[config.mk]
export PLATFORM = sky130hd
export DESIGN_NAME = mcu_program_sequencer
export DESIGN_NICKNAME = d
export VERILOG_FILES = /design/src/rtl/seq_pkg.sv /design/src/rtl/mcu_program_sequencer.sv
export SDC_FILE = /design/constraint.sdc
export NUM_CORES = 1
export LEC_CHECK = 0
export BUFFER_PORTS_ARGS = -buffer_cell sky130_fd_sc_hd__buf_2
export CAP_MARGIN = 25
export CORE_MARGIN = 10
export CORE_UTILIZATION = 25
export DETAILED_ROUTE_END_ITERATION = 12
export REMOVE_ABC_BUFFERS = 1
export SLEW_MARGIN = 30
export SYNTH_ARGS = -nofsm -noshare
export SYNTH_HDL_FRONTEND = slang
export SYNTH_SLANG_ARGS = --single-unit
[constraint.sdc]
create_clock -name I_CLK -period 5.85 [get_ports I_CLK]
set_input_delay 0.8775 -clock I_CLK [delete_from_list [all_inputs] [get_ports I_CLK]]
set_output_delay 0.8775 -clock I_CLK [all_outputs]
set_load 0.05 [all_outputs]
[src/rtl/seq_pkg.sv]
// shared types and constants for the program sequencer core
package seq_pkg;

	// ==========================================================
	// program counter and stack geometry
	localparam int PC_W = 11;
	localparam int PC_HI_W = 3;
	localparam int PC_LO_W = 8;
	localparam int STACK_DEPTH = 6;
	localparam logic [10:0] RESET_VECTOR = 11'h000;
	localparam logic [10:0] IRQ_VECTOR = 11'h004;

	// ==========================================================
	// timing: one instruction cycle is four clock phases
	localparam int CLK_PERIOD_NS = 10;
	localparam int PHASES_PER_CYCLE = 4;
	localparam int INSTR_CYCLE_NS = PHASES_PER_CYCLE * CLK_PERIOD_NS;

	// ==========================================================
	// status register bit positions
	localparam int ST_C = 0;
	localparam int ST_AC = 1;
	localparam int ST_Z = 2;
	localparam int ST_OV = 3;
	localparam logic [3:0] STATUS_RESET = 4'h0;

	// gray-coded instruction phases
	typedef enum logic [1:0] {
		PH_T1 = 2'b00,
		PH_T2 = 2'b01,
		PH_T3 = 2'b11,
		PH_T4 = 2'b10
	} instruction_phases_t;

	// flow-control class of the instruction being executed
	typedef enum logic [2:0] {
		SEQ_NONE = 3'h0,
		SEQ_JUMP_OP = 3'h1,
		SEQ_CALL = 3'h2,
		SEQ_SUBROUTINE_RETURN = 3'h3,
		SEQ_INTERRUPT_RETURN = 3'h4,
		SEQ_PC_LOW_BYTE_WRITE = 3'h5,
		SEQ_SKIP = 3'h6
	} seq_op_t;

	// arithmetic unit operations
	typedef enum logic [3:0] {
		ALU_ADD = 4'h0,
		ALU_ADD_CARRY = 4'h1,
		ALU_SUB = 4'h2,
		ALU_SUB_CARRY = 4'h3,
		ALU_DECIMAL_ADJUST_OP = 4'h4,
		ALU_AND = 4'h5,
		ALU_OR = 4'h6,
		ALU_XOR = 4'h7,
		ALU_COMPLEMENT = 4'h8,
		ALU_ROT_RIGHT = 4'h9,
		ALU_ROT_RIGHT_CARRY = 4'ha,
		ALU_ROT_LEFT = 4'hb,
		ALU_ROT_LEFT_CARRY = 4'hc,
		ALU_INCREMENT = 4'hd,
		ALU_DECREMENT = 4'he
	} alu_op_t;

	// decoded flow command, presented during T2..T4
	typedef struct packed {
		seq_op_t op;
		logic [10:0] target;
		logic skip_met;
		logic [7:0] low_byte;
	} seq_cmd_t;

	// arithmetic request, presented during T2..T4
	typedef struct packed {
		logic valid;
		alu_op_t op;
		logic [7:0] a;
		logic [7:0] b;
	} alu_req_t;

endpackage : seq_pkg

[src/rtl/mcu_program_sequencer.sv]
// instruction phase, program counter, return stack and arithmetic unit
// Behaviour
// - system clock split into four phases; four phases form one instruction cycle
// - counter advances at start of first phase; new instruction fetched then
// - phases two to four decode and execute the instruction
// - fetch of next overlaps execution of current; plain instructions take one cycle
// - jump or call takes two cycles: obtain target, then branch
// - counter increments by one unless control moves to another address
// - counter is 3-bit high part plus 8-bit low byte; only low byte visible
// - jump, call, interrupt or reset load the target into the counter
// - met skip discards the fetched instruction and runs a dummy cycle
// - low byte readable and writable; write jumps within the 256-word page
// - low byte write that branches inserts one dummy prefetch cycle
// - six-level return stack of counter values, hidden from software
// - call and interrupt acknowledge push the counter onto the stack
// - both return kinds restore the counter from the stack top
// - after reset the stack pointer shows an empty stack
// - full stack: interrupt latched, acknowledge withheld until a return frees a level
// - call on full stack still runs and loses the oldest entry
// - arithmetic unit is eight bits wide
// - status flags updated by each arithmetic or logic operation except the two plain rotates
// - add, subtract, decimal adjust, logic, complement, rotates, increment, decrement
// - after reset fetching starts at location zero
`timescale 1ns/1ps

module mcu_program_sequencer #(
	parameter int STACK_DEPTH = seq_pkg::STACK_DEPTH,
	parameter logic [10:0] IRQ_VECTOR = seq_pkg::IRQ_VECTOR
) (
	// clock and reset
	input wire logic I_CLK,
	input wire logic I_SYS_RST,
	// decoded instruction for the cycle in execution
	input wire seq_pkg::seq_cmd_t I_CMD,
	input wire seq_pkg::alu_req_t I_ALU,
	// enabled interrupt request pulse
	input wire logic I_IRQ_REQ,
	// fetch side
	output seq_pkg::instruction_phases_t O_PHASE,
	output logic O_FETCH,
	output logic [10:0] O_PC,
	output logic O_DUMMY,
	// software-visible state
	output logic [7:0] O_PC_LOW_BYTE,
	output logic [7:0] O_ALU_RESULT,
	output logic [3:0] O_STATUS,
	// interrupt acknowledge pulse
	output logic O_IRQ_ACK
);

	// ==========================================================
	// sequencer state
	seq_pkg::instruction_phases_t phase, next_phase;
	logic [10:0] pc, next_pc;
	logic dummy, next_dummy;
	logic fetch, next_fetch;
	logic irq_pend, next_irq_pend;
	logic irq_ack, next_irq_ack;
	logic [2:0] depth, next_depth;
	logic [10:0] stack [STACK_DEPTH];
	logic [10:0] next_stack [STACK_DEPTH];
	logic push, pop, execute, full;

	assign full = (depth == 3'(STACK_DEPTH));
	// execution happens in T4 so T2..T3 are left for decode
	assign execute = (phase == seq_pkg::PH_T4) && !dummy;

	// next-state for phase, counter, stack pointer and interrupt
	always_comb begin
		next_phase = seq_pkg::PH_T1;
		next_pc = pc;
		next_dummy = dummy;
		next_irq_ack = 1'b0;
		push = 1'b0;
		pop = 1'b0;
		case (phase)
			seq_pkg::PH_T1: next_phase = seq_pkg::PH_T2;
			seq_pkg::PH_T2: next_phase = seq_pkg::PH_T3;
			seq_pkg::PH_T3: next_phase = seq_pkg::PH_T4;
			seq_pkg::PH_T4: next_phase = seq_pkg::PH_T1;
			default: next_phase = seq_pkg::PH_T1;
		endcase
		if (phase == seq_pkg::PH_T4) begin
			// plain step: next word fetched while this one executes
			next_pc = pc + 11'h001;
			next_dummy = 1'b0;
			if (execute) begin
				case (I_CMD.op)
					seq_pkg::SEQ_JUMP_OP: begin
						next_pc = I_CMD.target;
						next_dummy = 1'b1;
					end
					seq_pkg::SEQ_CALL: begin
						push = 1'b1;
						next_pc = I_CMD.target;
						next_dummy = 1'b1;
					end
					seq_pkg::SEQ_SUBROUTINE_RETURN, seq_pkg::SEQ_INTERRUPT_RETURN: begin
						pop = 1'b1;
						next_pc = stack[0];
						next_dummy = 1'b1;
					end
					seq_pkg::SEQ_PC_LOW_BYTE_WRITE: begin
						// page bits kept, so the jump never leaves its 256 words
						next_pc = {pc[10:8], I_CMD.low_byte};
						next_dummy = 1'b1;
					end
					seq_pkg::SEQ_SKIP: begin
						next_dummy = I_CMD.skip_met;
					end
					seq_pkg::SEQ_NONE: begin
						// acknowledge only between plain instructions, never on full stack
						if (irq_pend && !full) begin
							push = 1'b1;
							next_pc = IRQ_VECTOR;
							next_dummy = 1'b1;
							next_irq_ack = 1'b1;
						end
					end
					default: next_dummy = 1'b0;
				endcase
			end
		end
		// overflow saturates the pointer; the shift drops the oldest level
		if (push) begin
			next_depth = full ? depth : depth + 3'h1;
		end else if (pop && depth != 3'h0) begin
			next_depth = depth - 3'h1;
		end else begin
			next_depth = depth;
		end
		// a new request in the acknowledge cycle stays pending
		next_irq_pend = (irq_pend && !next_irq_ack) || I_IRQ_REQ;
		next_fetch = (next_phase == seq_pkg::PH_T1);
	end

	// return stack as a shift register: entry 0 is the top
	for (genvar i = 0; i < STACK_DEPTH; i++) begin : g_stack
		always_comb begin
			if (push) begin
				next_stack[i] = (i == 0) ? pc : stack[(i == 0) ? 0 : i - 1];
			end else if (pop) begin
				next_stack[i] = (i == STACK_DEPTH - 1) ? 11'h000 : stack[(i == STACK_DEPTH - 1) ? i : i + 1];
			end else begin
				next_stack[i] = stack[i];
			end
		end
		always_ff @(posedge I_CLK) begin
			if (I_SYS_RST) begin
				stack[i] <= 11'h000;
			end else begin
				stack[i] <= next_stack[i];
			end
		end
	end

	// sequencer registers; the first cycle after reset has nothing to execute
	always_ff @(posedge I_CLK) begin
		if (I_SYS_RST) begin
			phase <= seq_pkg::PH_T1;
			pc <= seq_pkg::RESET_VECTOR;
			dummy <= 1'b1;
			fetch <= 1'b1;
			depth <= 3'h0;
			irq_pend <= 1'b0;
			irq_ack <= 1'b0;
		end else begin
			phase <= next_phase;
			pc <= next_pc;
			dummy <= next_dummy;
			fetch <= next_fetch;
			depth <= next_depth;
			irq_pend <= next_irq_pend;
			irq_ack <= next_irq_ack;
		end
	end

	// ==========================================================
	// eight-bit arithmetic unit
	logic [7:0] status_sum_b, next_result, result;
	logic [3:0] status, next_status;
	logic [8:0] sum9;
	logic [4:0] nib;
	logic [7:0] adj;
	logic ci, is_sub;

	// result and flags; carry is read from our own status register
	always_comb begin
		is_sub = (I_ALU.op == seq_pkg::ALU_SUB) || (I_ALU.op == seq_pkg::ALU_SUB_CARRY);
		status_sum_b = is_sub ? ~I_ALU.b : I_ALU.b;
		case (I_ALU.op)
			seq_pkg::ALU_ADD_CARRY, seq_pkg::ALU_SUB_CARRY: ci = status[seq_pkg::ST_C];
			seq_pkg::ALU_SUB: ci = 1'b1;
			default: ci = 1'b0;
		endcase
		// subtraction as a plus not-b plus one: carry set means no borrow
		sum9 = {1'b0, I_ALU.a} + {1'b0, status_sum_b} + {8'h00, ci};
		nib = {1'b0, I_ALU.a[3:0]} + {1'b0, status_sum_b[3:0]} + {4'h0, ci};
		adj = 8'h00;
		next_status = status;
		next_result = result;
		if (execute && I_ALU.valid) begin
			case (I_ALU.op)
				seq_pkg::ALU_ADD, seq_pkg::ALU_ADD_CARRY, seq_pkg::ALU_SUB,
				seq_pkg::ALU_SUB_CARRY: begin
					next_result = sum9[7:0];
					next_status[seq_pkg::ST_C] = sum9[8];
					next_status[seq_pkg::ST_AC] = nib[4];
					next_status[seq_pkg::ST_OV] = (I_ALU.a[7] == status_sum_b[7])
						&& (sum9[7] != I_ALU.a[7]);
				end
				seq_pkg::ALU_DECIMAL_ADJUST_OP: begin
					if (I_ALU.a[3:0] > 4'h9 || status[seq_pkg::ST_AC]) begin
						adj[3:0] = 4'h6;
					end
					if (I_ALU.a > 8'h99 || status[seq_pkg::ST_C]) begin
						adj[7:4] = 4'h6;
					end
					next_result = I_ALU.a + adj;
					next_status[seq_pkg::ST_C] = status[seq_pkg::ST_C] || (adj[7:4] != 4'h0);
				end
				seq_pkg::ALU_AND: next_result = I_ALU.a & I_ALU.b;
				seq_pkg::ALU_OR: next_result = I_ALU.a | I_ALU.b;
				seq_pkg::ALU_XOR: next_result = I_ALU.a ^ I_ALU.b;
				seq_pkg::ALU_COMPLEMENT: next_result = ~I_ALU.a;
				seq_pkg::ALU_ROT_RIGHT: next_result = {I_ALU.a[0], I_ALU.a[7:1]};
				seq_pkg::ALU_ROT_LEFT: next_result = {I_ALU.a[6:0], I_ALU.a[7]};
				seq_pkg::ALU_ROT_RIGHT_CARRY: begin
					next_result = {status[seq_pkg::ST_C], I_ALU.a[7:1]};
					next_status[seq_pkg::ST_C] = I_ALU.a[0];
				end
				seq_pkg::ALU_ROT_LEFT_CARRY: begin
					next_result = {I_ALU.a[6:0], status[seq_pkg::ST_C]};
					next_status[seq_pkg::ST_C] = I_ALU.a[7];
				end
				seq_pkg::ALU_INCREMENT: next_result = I_ALU.a + 8'h01;
				seq_pkg::ALU_DECREMENT: next_result = I_ALU.a - 8'h01;
				default: next_result = result;
			endcase
			// zero flag follows every result except the four rotates, with or without carry
			if (I_ALU.op != seq_pkg::ALU_ROT_RIGHT && I_ALU.op != seq_pkg::ALU_ROT_LEFT
				&& I_ALU.op != seq_pkg::ALU_ROT_RIGHT_CARRY
				&& I_ALU.op != seq_pkg::ALU_ROT_LEFT_CARRY) begin
				next_status[seq_pkg::ST_Z] = (next_result == 8'h00);
			end
		end
	end

	// arithmetic registers, written only in an executing T4
	always_ff @(posedge I_CLK) begin
		if (I_SYS_RST) begin
			result <= 8'h00;
			status <= seq_pkg::STATUS_RESET;
		end else begin
			result <= next_result;
			status <= next_status;
		end
	end

	// ==========================================================
	// outputs, all straight from flip-flops
	assign O_PHASE = phase;
	assign O_FETCH = fetch;
	assign O_PC = pc;
	assign O_DUMMY = dummy;
	assign O_PC_LOW_BYTE = pc[7:0];
	assign O_ALU_RESULT = result;
	assign O_STATUS = status;
	assign O_IRQ_ACK = irq_ack;
endmodule : mcu_program_sequencer

* After elaboration in Yosys (flattened, before gate mapping)
Memory sizes are Yosys's and may differ from the RTL's.
Index checks and enable logic that the tools add are counted.
W data, S select, Z words.
** Word-level totals
- Bits of input ports :: 47
- Output and inout port bits :: 36
- RAM bits :: 66
- Register bits :: 32
- Memories :: 1
** Operators by class
- Add/subtract/negate cells :: 10
- Bitwise logic cells :: 11
- Muxes and demuxes :: 51
- Reductions and logical operators :: 36
- $lt $le $gt $ge :: 2
- Equality and inequality tests :: 32
** Memories
- stack :: words 6, width 11, read ports 6, clocked after memory_dff 0, write ports 6, RTL line mcu_program_sequencer.sv:60 : logic [10:0] stack [STACK_DEPTH];
** Operators with widths (number)
- $mux W11 :: 20
- $pmux W8 S12 :: 1
- $pmux W11 S4 :: 1
- $eq A4 B4 Y1 const B :: 7
- $eq A4 B3 Y1 const B :: 4
- $mux W4 :: 4
- $mux W8 :: 2
- $ne A4 B4 Y1 const B :: 4
- $not A8 Y8 :: 2
- $mux W3 :: 5
- $mux W1 :: 13
- $eq A3 B3 Y1 const B :: 4
- $add A11 B1 Y11 const B :: 1
- $reduce_and A2 Y1 :: 5
- $add A8 B8 Y9 :: 1
- $add A9 B1 Y9 :: 1
- $logic_and A1 B1 Y1 :: 9
- $add A8 B1 Y8 const B :: 1
- $add A8 B8 Y8 :: 1
- $and A8 B8 Y8 :: 1
- $eq A4 B2 Y1 const B :: 2
- $gt A8 B8 Y1 const B :: 1
- $logic_not A8 Y1 :: 1
- $or A8 B8 Y8 :: 1
- other kinds (31) :: 50

* Longest topological paths before layout
Gate-level depths: netlist (run 1).
- Word-level depth :: 10
- Gate-level depth with buffers :: 15
- Depth with buffers taken out :: 15

* Worst setup path before layout (run 1)
OpenSTA, ideal clock, no wires.
- Kind :: input to register
- Start :: input I_ALU[18] (netlist name)
- End :: register status[2], in the netlist O_STATUS[2]
- Arrival time :: 4.005 ns
- Stages on the path :: 13
- Path slack :: 1.761 ns
- Cells stage by stage :: buf_6 > or2_1 > buf_6 > nor2_1 > xnor2_1 > fa_1 > fa_1 > o21ai_1 > a21oi_1 > or3_1 > a2111oi_2 > nand4_1 > o31ai_2
** Between the ends
- Cells in the longest elaborated chain, start to end :: 8
- Elaborated cells between the ends (all ways) :: 33
** Ends and longest elaborated chain
- start, declared :: RTL line mcu_program_sequencer.sv:35 : input wire seq_pkg::alu_req_t I_ALU,
- $eq A4 B2 Y1 :: RTL line mcu_program_sequencer.sv:189, mcu_program_sequencer.sv:191, mcu_program_sequencer.sv:203
- $logic_or A1 B1 Y1 :: RTL line mcu_program_sequencer.sv:189 : is_sub = (I_ALU.op == seq_pkg::ALU_SUB) || (I_ALU.op == seq_pkg::ALU_SUB_CARRY);
- $mux W8 :: RTL line mcu_program_sequencer.sv:190 : status_sum_b = is_sub ? ~I_ALU.b : I_ALU.b;
- $add A8 B8 Y9 :: RTL line mcu_program_sequencer.sv:197 : sum9 = {1'b0, I_ALU.a} + {1'b0, status_sum_b} + {8'h00, ci};
- $add A9 B1 Y9 :: RTL line mcu_program_sequencer.sv:197
- $pmux W8 S12 :: RTL line mcu_program_sequencer.sv:203 : case (I_ALU.op)
- $mux W8 :: RTL line mcu_program_sequencer.sv:202 : if (execute && I_ALU.valid) begin
- $logic_not A8 Y1 :: RTL line mcu_program_sequencer.sv:244 : next_status[seq_pkg::ST_Z] = (next_result == 8'h00);
- end signal, assigned :: RTL line mcu_program_sequencer.sv:253 : status <= seq_pkg::STATUS_RESET;
- end signal, assigned :: RTL line mcu_program_sequencer.sv:256 : status <= next_status;
- end, declared :: RTL line mcu_program_sequencer.sv:181 : logic [3:0] status, next_status;
Several ways; a longest one is shown, not always the timed one. The select of a mux whose other input is x is not followed.
A chain may end at the register's enable or synchronous reset.

* Worst setup path after layout (run 1)
- Start :: input I_ALU[17] (netlist name)
- End :: register status[2], in the netlist O_STATUS[2]
The elaborated chain is that of the path after synthesis.

==> results.tsv, run 1 <==
metric	value	unit
dr.pass1.iters	5	
powerDensity	217	mW/mm2
path_depth	12	
diodes	0	
timing.hold.ws	0.463	ns
wl	20800	um
netlist.area_leader.share	29.2	%
cp.required	6.11	ns
cts_buffer_depth	2	
dieArea	0.0339	mm2
r2r-start	O_STATUS[1]	
max_freq	229	MHz
synth_ff_type	dfxtp_1	
detail-route-antenna-nets	0	
die_h	184	um
n_fill_cell	2851	
synth_area_per_cell	7.55	um2
worstMarginPinSlew	0.924	ns
hold_buffers	0	
hpwl	14700	um
worst-setup-path-type	input port to register	
die_x	184	um
cts_buffers	9	
drive_above_1_share	13.1	%
critical_path_arrival	4.62	ns
place_area	0.00725	mm2
cp-startpoint	I_ALU[17]	
clkLatencyLatePin	0.34	ns
cts_tree	done	
totalPowerFinal	1.64	mW
nNetsFinal	1003	
cts_root_buffer	clkbuf_16	
crit-reg2reg-capture	O_STATUS[2]	
antenna_found_initial	0	
path_cells	buf_2 -> inv_2 -> nor2_1 -> xnor2_1 -> fa_1 -> fa_1 -> o21ai_1 -> a21oi_1 -> or3_1 -> a2111oi_2 -> nand4_1 -> o31ai_2	
core.rowCount	59	
setup_tns	0	ns
synth_seq_cells	98	
cts_resized	0	
num_vias	6602	
vias_per_cell	5.24	
netlist_area	0.00672	mm2
place_congestion	0.913	
synth_area_leaders	dfxtp_1, nand2_1, ha_1	
routedWlPerCell	16.5	um
final_area	0.00757	mm2
fin_crit	4.36	ns
finalCritPeriodShare	74.5	%
core_area	0.0263	mm2
grt_max_degree	80	
synth.most_common_cell	nand2_1	
hold_class	register to register	
critPathTopFamily	simple AND/OR/NAND/NOR gates	
run_status	finished clean	
crit_slowest_cell	nor2_1	
synth.top_cells.by_count	nand2_1, dfxtp_1, nor2_1	
grt_first_pass_wirelength	33400	um
synthArstFlopShare	0	%
drtIter0Drc	643	
r2r_slack	2.68	ns
boundaryPins	83	
drc	0	
rsz0062_at_grt	no	
yosysTopAreaCell	dfxtp_1	
setup_viol	0	
syn_to_final_growth	12.7	%
synth_edf_count	0	
port_buffers	82	
cts.sinks	98	
synth.distinct_cells	72	
end_kind	register	
cts_max_level	3	
gr-total-overflow	0	
fin_worst_skew	0.0103	ns
grt_use_total	12.0	%
p_leak	2.89	nW
reg2reg_depth	11	
worstSetupEndpoint	O_STATUS[2]	
grt_pass1_vias	6152	
multi_input_area	0.00427	mm2
post_cts_buffers	0	
path_buf_inv	2	
max_slew_margin	38.4	%
path_clk_slew	0.07	ns
start_util	25.6	%
hold_viol	0	
syn_inst	891	
cp_max_fo	33	
area.sequential	0.00196	mm2
crit_top_cell	fa_1	
ys_warn_count	0	
max_cap_violations	0	
ys_seq_area_share	29.2	%
max-vdd-ir-drop	0.153	mV
cp_slowest_stage_delay	0.65	ns
slew_violations	0	
startpoint_type	input port	
per-stage QoR:
| stage | setup WS [ns] | util [%] | cells |
|---|---|---|---|
| floorplan | 1.89 | - | 817 |
| global placement | 1.25 | 27.6 | 1243 |
| detailed placement | 1.21 | 27.6 | 1243 |
| CTS | 1.57 | 28.8 | 1259 |
| global route | 1.29 | 28.8 | 1259 |
| finish | 1.49 | 28.8 | 1259 |
per-layer routing:
metal	GRT usage [%]	up-vias	routed length, um
met3	2.49	15	1130
met1	16.2	3137	9900
met4	2.56	0	186
met2	19.2	198	9540
li1	-	3252	-
met5	0	-	0
how the worst min path moves through the flow:
stage	cells after the start	startpoint	endpoint	slack (ns)
after floorplan	2	stack[4][0]	stack[5][0]	0.44
after global placement	2	O_STATUS[3]	O_STATUS[3]	0.45
after detailed placement	2	O_STATUS[3]	O_STATUS[3]	0.46
after CTS	2	stack[4][9]	stack[5][9]	0.47
after global routing	2	stack[4][9]	stack[5][9]	0.49
final	2	O_STATUS[3]	O_STATUS[3]	0.46
power by group:
| part | internal [mW] | total [mW] | switching (mW) |
|---|---|---|---|
| combinational | 0.119 | 0.320 | 0.202 |
| clock | 0.378 | 0.639 | 0.261 |
| sequential | 0.672 | 0.681 | 0.00897 |
| total | 1.17 | 1.64 | 0.471 |
registers in the layout, indices dropped and copies added (netlist names), 2 cells and up:
signal / flops
depth: 3
O_PC: 11
stack: 66
O_ALU_RESULT: 8
O_PHASE: 2
O_STATUS: 4
layout by cell type (no fill, tap or decap), drive strengths merged, types with 5 or more instances in the layout:
cell | Yosys | layout
nand2 | 138 | 138
nor3 | 9 | 9
mux2i | 20 | 20
or2 | 7 | 7
o211ai | 5 | 5
o21a | 7 | 7
ha | 33 | 33
inv | 34 | 35
dfxtp | 98 | 98
o32ai | 13 | 13
nand2b | 18 | 18
and3 | 5 | 5
a21oi | 78 | 78
a22oi | 32 | 32
nand3 | 24 | 24
a311oi | 37 | 37
buf | 36 | 91
nor2b | 23 | 23
o21ai | 40 | 40
clkbuf | 38 | 11
nand4 | 5 | 5
o22ai | 6 | 6
a31oi | 5 | 5
a211oi | 5 | 5
xnor2 | 16 | 16
o221ai | 5 | 5
nor2 | 86 | 86
tightest hold or removal path, cell delays in order (launching register included):
cell and delay (ns):
dfxtp_1 0.31, nand2_1 0.05, a21oi_1 0.05
cell type report:
| class | instances | share of cell area (%) |
|---|---|---|
| multi-input combinational | 685 | 56.3 |
| sequential | 98 | 25.9 |
| timing repair buffer | 91 | 6.34 |
| tap | 335 | 5.53 |
| clock buffer | 11 | 3.07 |
| inverter | 34 | 1.68 |
| clock inverter | 5 | 1.14 |
cell families after synthesis:
kind of cell    count (synthesis)  share of synthesized area (%)
simple gates                  335                           22.6
flops                          98                           29.2
compound gates                273                           27.9
buf+inv                       108                           7.42
fa+ha+maj                      37                           7.33
xor+xnor                       20                           2.61
mux                            20                           2.98
Power figures use the tool's default switching activity.
==> run 2, diff against run 1 <==
- clock period: 5.85 -> 4.4 ns (I/O delays scaled with it)
==> results.tsv, run 2 (synthesis results as in run 1) <==
metric	value	unit	change
die_h	184	um	unchanged
routedWlPerCell	16.8	um	was 16.5 um
cts_root_buffer	clkbuf_16		unchanged
end_kind	register		unchanged
drtIter0Drc	588		was 643
max_freq	292	MHz	
worst-setup-path-type	input port to register		unchanged
cts_resized	0		unchanged
min_to	O_STATUS[3]		unchanged
die_x	184	um	unchanged
cts_tree	done		unchanged
crit-reg2reg-capture	O_STATUS[2]		unchanged
startpoint_type	input port		unchanged
drive_above_1_share	13.7	%	was 13.1%
hold_class	register to register		unchanged
syn_to_final_growth	13.1	%	was 12.7%
cts_max_level	3		unchanged
run_status	finished clean		unchanged
slew_violations	0		unchanged
dr.pass1.iters	5		unchanged
dieArea	0.0339	mm2	unchanged
cts_buffer_depth	2		unchanged
top_register	stack		unchanged
grt_use_total	12.1	%	was 12.0%
nNetsFinal	1009		was 1,003
wl	21200	um	was 20,800 um
max-vdd-ir-drop	0.176	mV	was 0.153 mV
path_clk_slew	0.07	ns	about the same
worstMarginPinSlew	0.774	ns	was 0.924 ns
r2r_slack	1.36	ns	was 2.68 ns
finalCritPeriodShare	77.7	%	
detail-route-antenna-nets	0		unchanged
antenna_found_initial	0		unchanged
gr-total-overflow	0		unchanged
totalPowerFinal	2.18	mW	was 1.64 mW
cp_max_fo	8		was 33
setup_tns	0	ns	unchanged
fin_worst_skew	0.0133	ns	was 0.0103 ns
core.rowCount	59		unchanged
grt_max_degree	79		was 80
clkLatencyLatePin	0.35	ns	was 0.34 ns
cts.sinks	98		unchanged
critical_path_arrival	3.68	ns	was 4.62 ns
final_common_cell	nand2_1		unchanged
n_fill_cell	2857		was 2,851
vias_per_cell	5.28		was 5.24
boundaryPins	83		unchanged
cts_buffers	9		unchanged
max_cap_violations	0		unchanged
drc	0		unchanged
hold_start	O_STATUS[3]		unchanged
hpwl	14900	um	was 14,700 um
largest_reg_flops	66		unchanged
fin_crit	3.42	ns	
reg2reg_depth	11		unchanged
place_congestion	0.940		was 0.913
hold_viol	0		unchanged
post_cts_buffers	0		unchanged
rsz0062_at_grt	no		unchanged
num_vias	6670		was 6,602
p_leak	2.91	nW	was 2.89 nW
mostFrequentLayoutCells	nand2_1, dfxtp_1, nor2_1		unchanged
worstHoldPathCells	2		unchanged
core_area	0.0263	mm2	unchanged
setup_viol	0		unchanged
r2r-start	O_STATUS[1]		unchanged
start_util	25.6	%	unchanged
diodes	0		unchanged
grt_pass1_vias	6321		was 6,152
powerDensity	287	mW/mm2	was 217 mW/mm2
port_buffers	82		unchanged
cp.required	4.66	ns	was 6.11 ns
grt_first_pass_wirelength	33500	um	was 33,400 um
hold_buffers	0		unchanged
max_slew_margin	48.4	%	was 38.4%
==> run 2: metal layers <==
layer	wire, um	GRT usage, %	vias to the layer above
met4	651	4.72	0
met5	0	0	-
met3	1230	2.59	39
li1	-	-	3260
met2	9630	19.1	209
met1	9740	15.8	3162
==> run 2: stage by stage <==
step | setup slack (ns) | hold WS, ns | area (um2) | std cells | util, %
floorplan | 0.656 | 0.439 | 6350 | 817 | -
global placement | 0.681 | 0.447 | 7300 | 1249 | 27.8
detailed placement | 0.664 | 0.457 | 7300 | 1249 | 27.8
CTS | 1.03 | 0.469 | 7610 | 1264 | 28.9
global route | 0.797 | 0.487 | 7610 | 1264 | 28.9
finish | 0.981 | 0.464 | 7610 | 1264 | 28.9
==> run 2: layout make-up <==
cell class,count,area [um2],share of cell area (%)
Multi-Input combinational cell,685,4260,56.1
Sequential cell,98,1960,25.8
Timing Repair Buffer,97,526,6.91
Tap cell,335,419,5.51
Clock buffer,11,253,3.32
Inverter,34,128,1.68
Clock inverter,4,56.3,0.740
==> run 2: worst max-delay path by stage <==
| stage | cells after the start | from | slack [ns] | to |
|---|---|---|---|---|
| finish | 15 | I_ALU[9] | 0.98 | O_STATUS[2] |
| CTS | 12 | I_ALU[18] | 1.03 | O_STATUS[2] |
| floorplan | 11 | I_ALU[19] | 0.66 | O_STATUS[2] |
| detailed placement | 12 | I_ALU[18] | 0.66 | O_STATUS[2] |
| global route | 15 | I_ALU[9] | 0.80 | O_STATUS[2] |
| global placement | 12 | I_ALU[18] | 0.68 | O_STATUS[2] |
==> run 2: worst max-delay path: stages <==
cell and delay [ns]:
buf_2 0.17, inv_1 0.15, a21oi_1 0.10, a211o_1 0.29
a21oi_1 0.28, ha_1 0.30, o21ai_0 0.15, nand2_1 0.11
ha_1 0.23, or2_2 0.30, o22ai_1 0.15, mux2i_1 0.27
a31oi_1 0.12, nand2b_1 0.17, o31ai_2 0.21
==> run 2: where the power goes <==
group          total [mW]  switching (mW)  internal, mW
Combinational       0.434           0.273         0.161
Clock               0.840           0.364         0.476
Sequential          0.906          0.0121         0.893
Total                2.18           0.649          1.53
